===== config.mk =====
export PLATFORM = sky130hd
export DESIGN_NAME = wdc_watchdog_control
export DESIGN_NICKNAME = d
export VERILOG_FILES = /design/src/wdc_pkg.sv /design/src/wdc_watchdog_control.sv
export SDC_FILE = /design/constraint.sdc
export NUM_CORES = 1
export LEC_CHECK = 0
export BUFFER_PORTS_ARGS = -buffer_cell sky130_fd_sc_hd__buf_2
export CORE_MARGIN = 2
export CORE_UTILIZATION = 53
export CTS_CLUSTER_DIAMETER = 80
export DETAILED_ROUTE_END_ITERATION = 10
export HOLD_SLACK_MARGIN = 0.03
export PLACE_DENSITY = 0.79
export REMOVE_ABC_BUFFERS = 1
export SYNTH_ARGS = -nofsm -noshare
export SYNTH_HDL_FRONTEND = slang
export SYNTH_SLANG_ARGS = --single-unit

===== constraint.sdc =====
create_clock -name clk_i -period 3 [get_ports clk_i]
set_input_delay 0.15 -clock clk_i [delete_from_list [all_inputs] [get_ports clk_i]]
set_output_delay 0.15 -clock clk_i [all_outputs]
set_load 0.1 [all_outputs]

===== src/wdc_pkg.sv =====
// Purpose: Constants and types for the watchdog control and reset-cause block
// Assumes: 25 MHz core clock, classic Wishbone register access
// Notes:   How it works list below; offsets are byte addresses
// How it works
// - Power-on reset sets the power-on flag; only software writes clear it
// - Time-out sets the watchdog interrupt flag; software writes and every reset clear it
// - Watchdog reset sets the reset-cause flag; software or power-fail reset clears it
// - With reset enable clear, watchdog logic never touches the reset-cause flag
// - Reset enable set lets a time-out produce a system reset; clear means none
// - Writing one to restart zeroes the count; the restart bit then self-clears
// - Time-out raises the interrupt if enabled, reset follows 512 clocks later
// - External reset loads the control register with pattern 0x0x0xx0b
// - Reset-cause flag: 1 on watchdog reset, 0 on power resets, kept on external
// - Reset enable cleared by power-on reset or a timed-access write, untouched by other resets
// - All bits readable; protected bits writable only inside a timed-access window
// - Baud double bit set doubles serial port 1 rate in modes 1 to 3
package wdc_pkg;

    // ==========================================================
    // Register map
    localparam logic [7:0] WDC_CTRL_ADDR   = 8'hd8;
    localparam logic [7:0] WDC_KEY_ADDR    = 8'hdc;
    localparam logic [7:0] WDC_STATUS_ADDR = 8'he0;
    localparam logic [7:0] WDC_MASK_ADDR   = 8'he4;
    localparam logic [7:0] WDC_EIE_ADDR    = 8'he8;

    // ==========================================================
    // Field positions
    localparam int WDC_BIT_BAUD   = 7;
    localparam int WDC_BIT_POR    = 6;
    localparam int WDC_BIT_WATCHDOG_IRQ_FLAG   = 3;
    localparam int WDC_BIT_WATCHDOG_RESET_CAUSE_FLAG   = 2;
    localparam int WDC_BIT_EWT    = 1;
    localparam int WDC_BIT_RWT    = 0;
    localparam int WDC_BIT_EIE_WD = 4;
    localparam int WDC_EV_TIMEOUT = 0;
    localparam int WDC_EV_WDRST   = 1;
    localparam int WDC_EV_NUM     = 2;

    // ==========================================================
    // Key values and timing
    localparam logic [7:0] WDC_KEY_FIRST  = 8'haa;
    localparam logic [7:0] WDC_KEY_SECOND = 8'h55;
    localparam int WDC_CLOCKS_PER_MC   = 4;
    localparam int WDC_WINDOW_MC       = 3;
    localparam int WDC_WINDOW_CYCLES   = WDC_CLOCKS_PER_MC * WDC_WINDOW_MC;
    localparam int WDC_RST_DELAY_CYCLES = 512;
    localparam int WDC_TIMEOUT_DEFAULT = 131072;

    // ==========================================================
    // Reset values
    localparam logic [7:0] WDC_EIE_RESET  = 8'h00;
    localparam logic [1:0] WDC_MASK_RESET = 2'h0;

    typedef struct packed {
        logic baud_double;
        logic por;
        logic irq_flag;
        logic cause;
        logic rst_en;
        logic restart;
    } wdc_ctrl_type;

    typedef enum logic {WDC_TA_IDLE, WDC_TA_ARMED} wdc_ta_state_type;

endpackage


===== src/wdc_watchdog_control.sv =====
// Purpose: Watchdog control register, timed access, watchdog count and reset cause
// Assumes: rst_i is the power-on reset; ext and power-fail resets arrive from pins
// Notes:   Registers on classic Wishbone, one aligned word each, data in bits 7:0
//
// Our own choice: the Wishbone register port.
`timescale 1ns/10ps
module wdc_watchdog_control #(
    parameter int unsigned TIMEOUT_CYCLES = wdc_pkg::WDC_TIMEOUT_DEFAULT
) (
    input  wire logic        clk_i,
    input  wire logic        rst_i,
    input  wire logic        wb_cyc_i,
    input  wire logic        wb_stb_i,
    input  wire logic        wb_we_i,
    input  wire logic [7:0]  wb_adr_i,
    input  wire logic [3:0]  wb_sel_i,
    input  wire logic [31:0] wb_dat_i,
    output logic      [31:0] wb_dat_o,
    output logic             wb_ack_o,
    input  wire logic        ext_rst_i,
    input  wire logic        power_fail_rst_i,
    output logic             irq_o,
    output logic             wdt_irq_req_o,
    output logic             wdt_sys_reset_o,
    output logic             serial1_baud_double_o
);

    generate
        if (TIMEOUT_CYCLES < 2) begin : g_bad_timeout
            $error("TIMEOUT_CYCLES must be at least 2");
        end
        if (wdc_pkg::WDC_WINDOW_CYCLES < 1 || wdc_pkg::WDC_WINDOW_CYCLES > 15) begin : g_bad_window
            $error("window length does not fit its 4-bit counter");
        end
        if (wdc_pkg::WDC_RST_DELAY_CYCLES < 1 || wdc_pkg::WDC_RST_DELAY_CYCLES > 1024) begin : g_bad_delay
            $error("reset delay does not fit its 10-bit counter");
        end
    endgenerate

    // ==========================================================
    // Pin synchronisers
    logic ext_meta_q, ext_q, pf_meta_q, pf_q;
    always_ff @(posedge clk_i) begin
        if (rst_i) begin
            ext_meta_q <= 1'b0;
            ext_q      <= 1'b0;
            pf_meta_q  <= 1'b0;
            pf_q       <= 1'b0;
        end else begin
            ext_meta_q <= ext_rst_i;
            ext_q      <= ext_meta_q;
            pf_meta_q  <= power_fail_rst_i;
            pf_q       <= pf_meta_q;
        end
    end

    // ==========================================================
    // Bus decode
    logic        ack_q;
    logic        acc, wr, hit_ctrl, hit_key, hit_stat, hit_mask, hit_eie;
    logic [7:0]  wbyte;
    assign acc   = wb_cyc_i && wb_stb_i && !ack_q;
    assign wr    = acc && wb_we_i && wb_sel_i[0];
    assign wbyte = wb_dat_i[7:0];

    always_comb begin
        hit_ctrl = 1'b0;
        hit_key  = 1'b0;
        hit_stat = 1'b0;
        hit_mask = 1'b0;
        hit_eie  = 1'b0;
        if (wb_adr_i == wdc_pkg::WDC_CTRL_ADDR) begin
            hit_ctrl = 1'b1;
        end else if (wb_adr_i == wdc_pkg::WDC_KEY_ADDR) begin
            hit_key = 1'b1;
        end else if (wb_adr_i == wdc_pkg::WDC_STATUS_ADDR) begin
            hit_stat = 1'b1;
        end else if (wb_adr_i == wdc_pkg::WDC_MASK_ADDR) begin
            hit_mask = 1'b1;
        end else if (wb_adr_i == wdc_pkg::WDC_EIE_ADDR) begin
            hit_eie = 1'b1;
        end
    end

    // ==========================================================
    // Timed-access unlock
    wdc_pkg::wdc_ta_state_type ta_state_q;
    logic [3:0] win_cnt_q;
    logic       win_open;
    assign win_open = (win_cnt_q != 4'h0);

    // Any other bus write between the two keys breaks the sequence
    always_ff @(posedge clk_i) begin
        if (rst_i) begin
            ta_state_q <= wdc_pkg::WDC_TA_IDLE;
        end else if (wr) begin
            case (ta_state_q)
                wdc_pkg::WDC_TA_IDLE: begin
                    if (hit_key && wbyte == wdc_pkg::WDC_KEY_FIRST) begin
                        ta_state_q <= wdc_pkg::WDC_TA_ARMED;
                    end
                end
                default: begin
                    ta_state_q <= wdc_pkg::WDC_TA_IDLE;
                end
            endcase
        end
    end

    always_ff @(posedge clk_i) begin
        if (rst_i) begin
            win_cnt_q <= 4'h0;
        end else if (wr && hit_key && ta_state_q == wdc_pkg::WDC_TA_ARMED
                     && wbyte == wdc_pkg::WDC_KEY_SECOND) begin
            win_cnt_q <= 4'(wdc_pkg::WDC_WINDOW_CYCLES);
        end else if (win_open) begin
            win_cnt_q <= win_cnt_q - 4'h1;
        end
    end

    // ==========================================================
    // Control register
    wdc_pkg::wdc_ctrl_type ctrl_q;
    logic ctrl_wr, prot_wr, tmo, wd_rst_q, any_ext_rst;
    assign ctrl_wr     = wr && hit_ctrl;
    assign prot_wr     = ctrl_wr && win_open;
    assign any_ext_rst = ext_q || pf_q || wd_rst_q;

    always_ff @(posedge clk_i) begin
        if (rst_i) begin
            ctrl_q             <= '0;
            ctrl_q.por         <= 1'b1;
        end else if (any_ext_rst) begin
            // Pattern 0x0x0xx0b: flags at 0 cleared, x bits kept
            ctrl_q.baud_double <= 1'b0;
            ctrl_q.irq_flag    <= 1'b0;
            ctrl_q.restart     <= 1'b0;
            if (pf_q) begin
                ctrl_q.cause   <= 1'b0;
            end else if (wd_rst_q) begin
                ctrl_q.cause   <= 1'b1;
            end
        end else begin
            if (ctrl_wr) begin
                ctrl_q.baud_double <= wbyte[wdc_pkg::WDC_BIT_BAUD];
                ctrl_q.cause       <= wbyte[wdc_pkg::WDC_BIT_WATCHDOG_RESET_CAUSE_FLAG];
            end
            if (prot_wr) begin
                ctrl_q.por    <= wbyte[wdc_pkg::WDC_BIT_POR];
                ctrl_q.rst_en <= wbyte[wdc_pkg::WDC_BIT_EWT];
            end
            // Time-out beats a same-cycle software clear
            if (tmo) begin
                ctrl_q.irq_flag <= 1'b1;
            end else if (prot_wr) begin
                ctrl_q.irq_flag <= wbyte[wdc_pkg::WDC_BIT_WATCHDOG_IRQ_FLAG];
            end
            ctrl_q.restart <= prot_wr && wbyte[wdc_pkg::WDC_BIT_RWT];
        end
    end

    // ==========================================================
    // Watchdog count and reset delay
    logic [31:0] wd_cnt_q;
    logic [9:0]  dly_cnt_q;
    logic        dly_run_q, restart_now, fire;
    assign restart_now = ctrl_q.restart || any_ext_rst;
    assign tmo         = !restart_now && (wd_cnt_q == TIMEOUT_CYCLES - 1);
    assign fire        = dly_run_q && (dly_cnt_q == 10'h0) && !restart_now;

    always_ff @(posedge clk_i) begin
        if (rst_i || restart_now || tmo) begin
            wd_cnt_q <= 32'h0000_0000;
        end else begin
            wd_cnt_q <= wd_cnt_q + 32'h0000_0001;
        end
    end

    always_ff @(posedge clk_i) begin
        if (rst_i || restart_now) begin
            dly_run_q <= 1'b0;
            dly_cnt_q <= 10'h000;
        end else if (tmo && !dly_run_q) begin
            dly_run_q <= 1'b1;
            dly_cnt_q <= 10'(wdc_pkg::WDC_RST_DELAY_CYCLES - 1);
        end else if (dly_run_q) begin
            dly_run_q <= (dly_cnt_q != 10'h0);
            dly_cnt_q <= dly_cnt_q - 10'h001;
        end
    end

    // Reset only when enabled at expiry
    always_ff @(posedge clk_i) begin
        if (rst_i) begin
            wd_rst_q <= 1'b0;
        end else begin
            wd_rst_q <= fire && ctrl_q.rst_en;
        end
    end

    // ==========================================================
    // Interrupt enable, status and mask
    logic [7:0]                    eie_q;
    logic [wdc_pkg::WDC_EV_NUM-1:0] stat_q, mask_q, stat_d, ev;
    assign ev = {wd_rst_q, tmo};

    always_comb begin
        stat_d = stat_q;
        if (wr && hit_stat) begin
            stat_d = stat_q & ~wbyte[wdc_pkg::WDC_EV_NUM-1:0];
        end
        stat_d = stat_d | ev;
    end

    always_ff @(posedge clk_i) begin
        if (rst_i) begin
            stat_q <= '0;
            mask_q <= wdc_pkg::WDC_MASK_RESET;
            eie_q  <= wdc_pkg::WDC_EIE_RESET;
            irq_o  <= 1'b0;
        end else begin
            stat_q <= stat_d;
            irq_o  <= |(stat_d & mask_q);
            if (wr && hit_mask) begin
                mask_q <= wbyte[wdc_pkg::WDC_EV_NUM-1:0];
            end
            if (wr && hit_eie) begin
                eie_q <= wbyte;
            end
        end
    end

    // ==========================================================
    // Outputs and read data
    logic [7:0] ctrl_byte;
    assign ctrl_byte = {ctrl_q.baud_double, ctrl_q.por, 2'b00, ctrl_q.irq_flag,
                        ctrl_q.cause, ctrl_q.rst_en, ctrl_q.restart};

    always_ff @(posedge clk_i) begin
        if (rst_i) begin
            wdt_irq_req_o         <= 1'b0;
            wdt_sys_reset_o       <= 1'b0;
            serial1_baud_double_o <= 1'b0;
        end else begin
            wdt_irq_req_o         <= ctrl_q.irq_flag && eie_q[wdc_pkg::WDC_BIT_EIE_WD];
            wdt_sys_reset_o       <= wd_rst_q;
            serial1_baud_double_o <= ctrl_q.baud_double;
        end
    end

    always_ff @(posedge clk_i) begin
        if (rst_i) begin
            ack_q    <= 1'b0;
            wb_dat_o <= 32'h0000_0000;
        end else begin
            ack_q    <= acc;
            wb_dat_o <= 32'h0000_0000;
            if (acc && !wb_we_i) begin
                if (hit_ctrl) begin
                    wb_dat_o[7:0] <= ctrl_byte;
                end else if (hit_stat) begin
                    wb_dat_o[wdc_pkg::WDC_EV_NUM-1:0] <= stat_q;
                end else if (hit_mask) begin
                    wb_dat_o[wdc_pkg::WDC_EV_NUM-1:0] <= mask_q;
                end else if (hit_eie) begin
                    wb_dat_o[7:0] <= eie_q;
                end
            end
        end
    end
    assign wb_ack_o = ack_q;

    // ==========================================================
    // Check helper: edges since the reset delay began
    // Counter instead of a long plain delay in the checks
    logic [10:0] dly_age_q;
    always_ff @(posedge clk_i) begin
        if (rst_i || restart_now) begin
            dly_age_q <= 11'h000;
        end else if (tmo && !dly_run_q) begin
            dly_age_q <= 11'h001;
        end else if (dly_run_q) begin
            dly_age_q <= dly_age_q + 11'h001;
        end
    end
endmodule


==> run_results.csv <==
group,metric,value,unit
power,p_seq_frac,0.475,
grt,track_usage,0.1996,
placed_design,port-buffer-count,36,
yosys,synth_ff_type,"dfxtp_1",
route,drt_wl_total,7042,um
die,die_area,0.007704,mm2
critical_path,timing.rr.start,"wd_cnt_q[0]",
power,ir_drop,0.0002853,V
sta,finalMaxSlewViolations,0,
clock_network,clockRootBuffer,"clkbuf_8",
yosys,synthArstFlopShare,0,
critical_path,path_cells,"ha_1 > nand3_2 > nor4_4 > or4b_1 > or2_0 > and3_1",
sta,period_share,0.8254,
placed_design,place_ws,0.5312,ns
power,switching_share,0.2762,
critical_path,critical_path.top_delay_family,"simple AND/OR/NAND/NOR gates",
clock_network,cts_tree,"done",
sta,tns,0,ns
yosys,avgSynthCellArea,8.815,um2
sta,finalHoldViolations,0,
critical_path,crit_buf_inv,0,
yosys,ys_seq_area_frac,0.4521,
grt,grt-ovfl-total,0,
route,drtIter0Drc,143,
critical_path,crit_required,3.26,ns
worst_hold_path,hold_path_class,"in2reg",
placed_design,place_hpwl,4904,um
run_status,status,"finished clean",
critical_path,critPathLaunchType,"flip-flop",
sta,tightest_slew,0.5686,ns
sta,rsz0062_at_grt,"no",
yosys,synth.cell_area,0.003720,mm2
power,power.internal,1.777,mW
yosys,synth_edf_count,0,
cells_and_area,final_cell_mix,"dfxtp_1, nor2_1, buf_2",
sta,fmax,403.9,MHz
route,detail_route.first_pass.iterations,4,
cells_and_area,post-route-util,0.6125,
cells_and_area,antenna_cells,0,
route,vias,2897,
worst_hold_path,worstHoldEndpoint,"ctrl_byte[7]",
critical_path,r2r_slack,0.52,ns
clock_network,cts_buffer_depth,2,
sta,fin_skew,0.01047,ns
die,rows,30,
critical_path,path_class,"reg2reg",
power,p_total,2.456,mW
critical_path,critPathMaxFanout,8,
die,die_width,87.78,um
route,via_per_inst,5.155,
worst_hold_path,hp-start,"wb_dat_i[7]",
clock_network,cts_made_buffers,9,
die,initial_core_util,0.5475,
worst_hold_path,whs_path_depth,3,
flow_run,drv_cap,0,
yosys,synth.distinct_cells,46,
critical_path,cp.depth,6,
sta,setup-violations-final,0,
critical_path,arrival,2.73,ns
cells_and_area,area_growth,11.87,%
critical_path,slowest_delay,0.63,ns
yosys,syn_inst,422,
yosys,ys_warn_count,0,
power,p_switching,0.6784,mW
power,clkPwrFrac,0.389,
cells_and_area,drive_above_1_share,0.1438,
route,wire_per_inst,12.53,um
route,drtAntennaViolNets,0,
sta,max_slew_margin,0.6205,
placed_design,routabilityCongestion,0.8354,
power,p_leak,1.649,nW
route,route.detailed.drc,0,
grt,grt_pass1_wl,12230,um
clock_network,h-tree-depth,3,
critical_path,ff2ff_path_depth,6,
power,cellPowerDensity,590.1,mW/mm2
grt,antenna_found_initial,0,
cells_and_area,fin_nets,517,
clock_network,cts.sinks,84,
critical_path,slowest_stage,"or4b_1",
critical_path,end_kind,"flip-flop",
critical_path,r2r_end,"dly_cnt_q[9]",
clock_network,clk_latency,0.36,ns
grt,grt_pass1_vias,2782,
die,core_area,0.006794,mm2
clock_network,clk_pin_slew,0.09,ns
clock_network,cts_resized,0,
die,io_pins,88,
clock_network,post_cts.repair.setup_buffers,0,
sta,period_minus_slack,2.476,ns
die,fp.dieH,87.78,um
yosys,synth-seq-cells,84,
power,combPwrFrac,0.136,
sta,worst_slack,0.5239,ns
clock_network,cts_hold_buffers,2,
cells_and_area,mostFrequentLayoutCell,"dfxtp_1",
grt,grt_max_degree,33,
-- power by group through the flow --
stage,Sequential (mW),Combinational (mW),Clock [mW]
detailed placement,1.19,0.328,0
global route,1.17,0.373,1.01
floorplan,1.19,0.265,0
CTS,1.17,0.332,0.970
global placement,1.19,0.320,0
finish,1.17,0.333,0.955
-- how the worst max path moves through the flow --
stage	start	endpoint	slack, ns
after global routing	wd_cnt_q[0]	dly_cnt_q[9]	0.39
after global placement	wd_cnt_q[0]	dly_cnt_q[9]	0.59
after floorplan	wb_ack_o	win_cnt_q[2]	0.51
after CTS	wd_cnt_q[0]	dly_cnt_q[9]	0.51
final	wd_cnt_q[0]	dly_cnt_q[9]	0.52
after detailed placement	wd_cnt_q[0]	dly_cnt_q[9]	0.53
-- Yosys cell counts (2+ instances only) --
| library cell | count | area, um2 |
|---|---|---|
| a21oi_1 | 17 | 85.08 |
| nand2b_1 | 2 | 12.51 |
| buf_2 | 4 | 20.02 |
| clkbuf_1 | 8 | 30.03 |
| nor2_1 | 73 | 274.0 |
| nor3b_1 | 2 | 15.01 |
| nor4_1 | 10 | 62.56 |
| mux2i_1 | 13 | 130.1 |
| nand4b_1 | 3 | 26.28 |
| or3_1 | 5 | 31.28 |
| a2111oi_0 | 2 | 17.52 |
| nor3_1 | 11 | 55.05 |
| nor2b_1 | 7 | 43.79 |
| xor2_1 | 22 | 192.7 |
| o21ai_0 | 3 | 15.01 |
| nand4_1 | 13 | 81.33 |
| nand2_1 | 25 | 93.84 |
| xnor2_1 | 12 | 105.1 |
| or4_1 | 3 | 22.52 |
| o41ai_1 | 2 | 17.52 |
| and3_1 | 10 | 62.56 |
| or2_2 | 4 | 25.02 |
| buf_4 | 25 | 187.7 |
| and2_1 | 3 | 18.77 |
| nand3_1 | 19 | 95.09 |
| inv_1 | 12 | 45.04 |
| nand3b_1 | 2 | 15.01 |
| ha_1 | 5 | 62.56 |
| a22o_1 | 5 | 43.79 |
| dfxtp_1 | 84 | 1682 |
-- logic make-up (layout without fill, tap and decap cells) --
family                     Yosys count  count (layout)  share of synthesized area
AOI/OAI and AO/OA                   33              33                    0.05685
xor gates and xnor gates            34              34                    0.08005
adders and majority gates            5               5                    0.01682
buffers and inverters               49              70                    0.07602
DFF                                 84              84                     0.4521
muxes                               14              14                    0.03801
other                                1              24                   0.001008
and+or+nand+nor                    202             202                     0.2792
-- worst register-to-register path, delay by kind of cell (launching register included) --
family                     cells  cell delay [ns]
DFF                            1             0.38
adders and majority gates      1             0.21
and+or+nand+nor                5             1.79
-- state kept, by name, indices dropped and copies added (netlist names) --
name,count
eie_q,8
dly_run_q,1
pf_meta_q,1
wb_dat_o,8
ext_q,1
win_cnt_q,4
wdt_irq_req_o,1
wdt_sys_reset_o,1
dly_cnt_q,10
pf_q,1
stat_q,2
ctrl_byte,6
serial1_baud_double_o,1
wd_rst_q,1
ext_meta_q,1
ta_state_q,1
wb_ack_o,1
wd_cnt_q,32
irq_o,1
mask_q,2
-- per-layer routing --
metal | global-route usage | vias to the layer above | wire length (um)
li1 | - | 1473 | -
met1 | 0.2576 | 1348 | 3467
met2 | 0.3244 | 67 | 3206
met3 | 0.03487 | 9 | 246
met4 | 0.09510 | 0 | 123
met5 | 0 | - | 0
-- final cells by class --
class | instances | area [um2]
clock buffer | 12 | 165.2
timing repair buffer | 42 | 230.2
multi-input combinational | 312 | 1842
clock inverter | 4 | 77.57
fill | 584 | 2633
sequential | 84 | 1682
tap | 96 | 120.1
inverter | 12 | 45.04
-- stage by stage --
step                std cells  hold slack, ns  cell area (um2)
finish                    562         0.06580             4161
global route              562         0.07607             4161
CTS                       562         0.04529             4161
detailed placement        544          0.3635             3899
global placement          544          0.3676             3899
floorplan                 408          0.2167             3568
(Power assumes the default switching activity.)
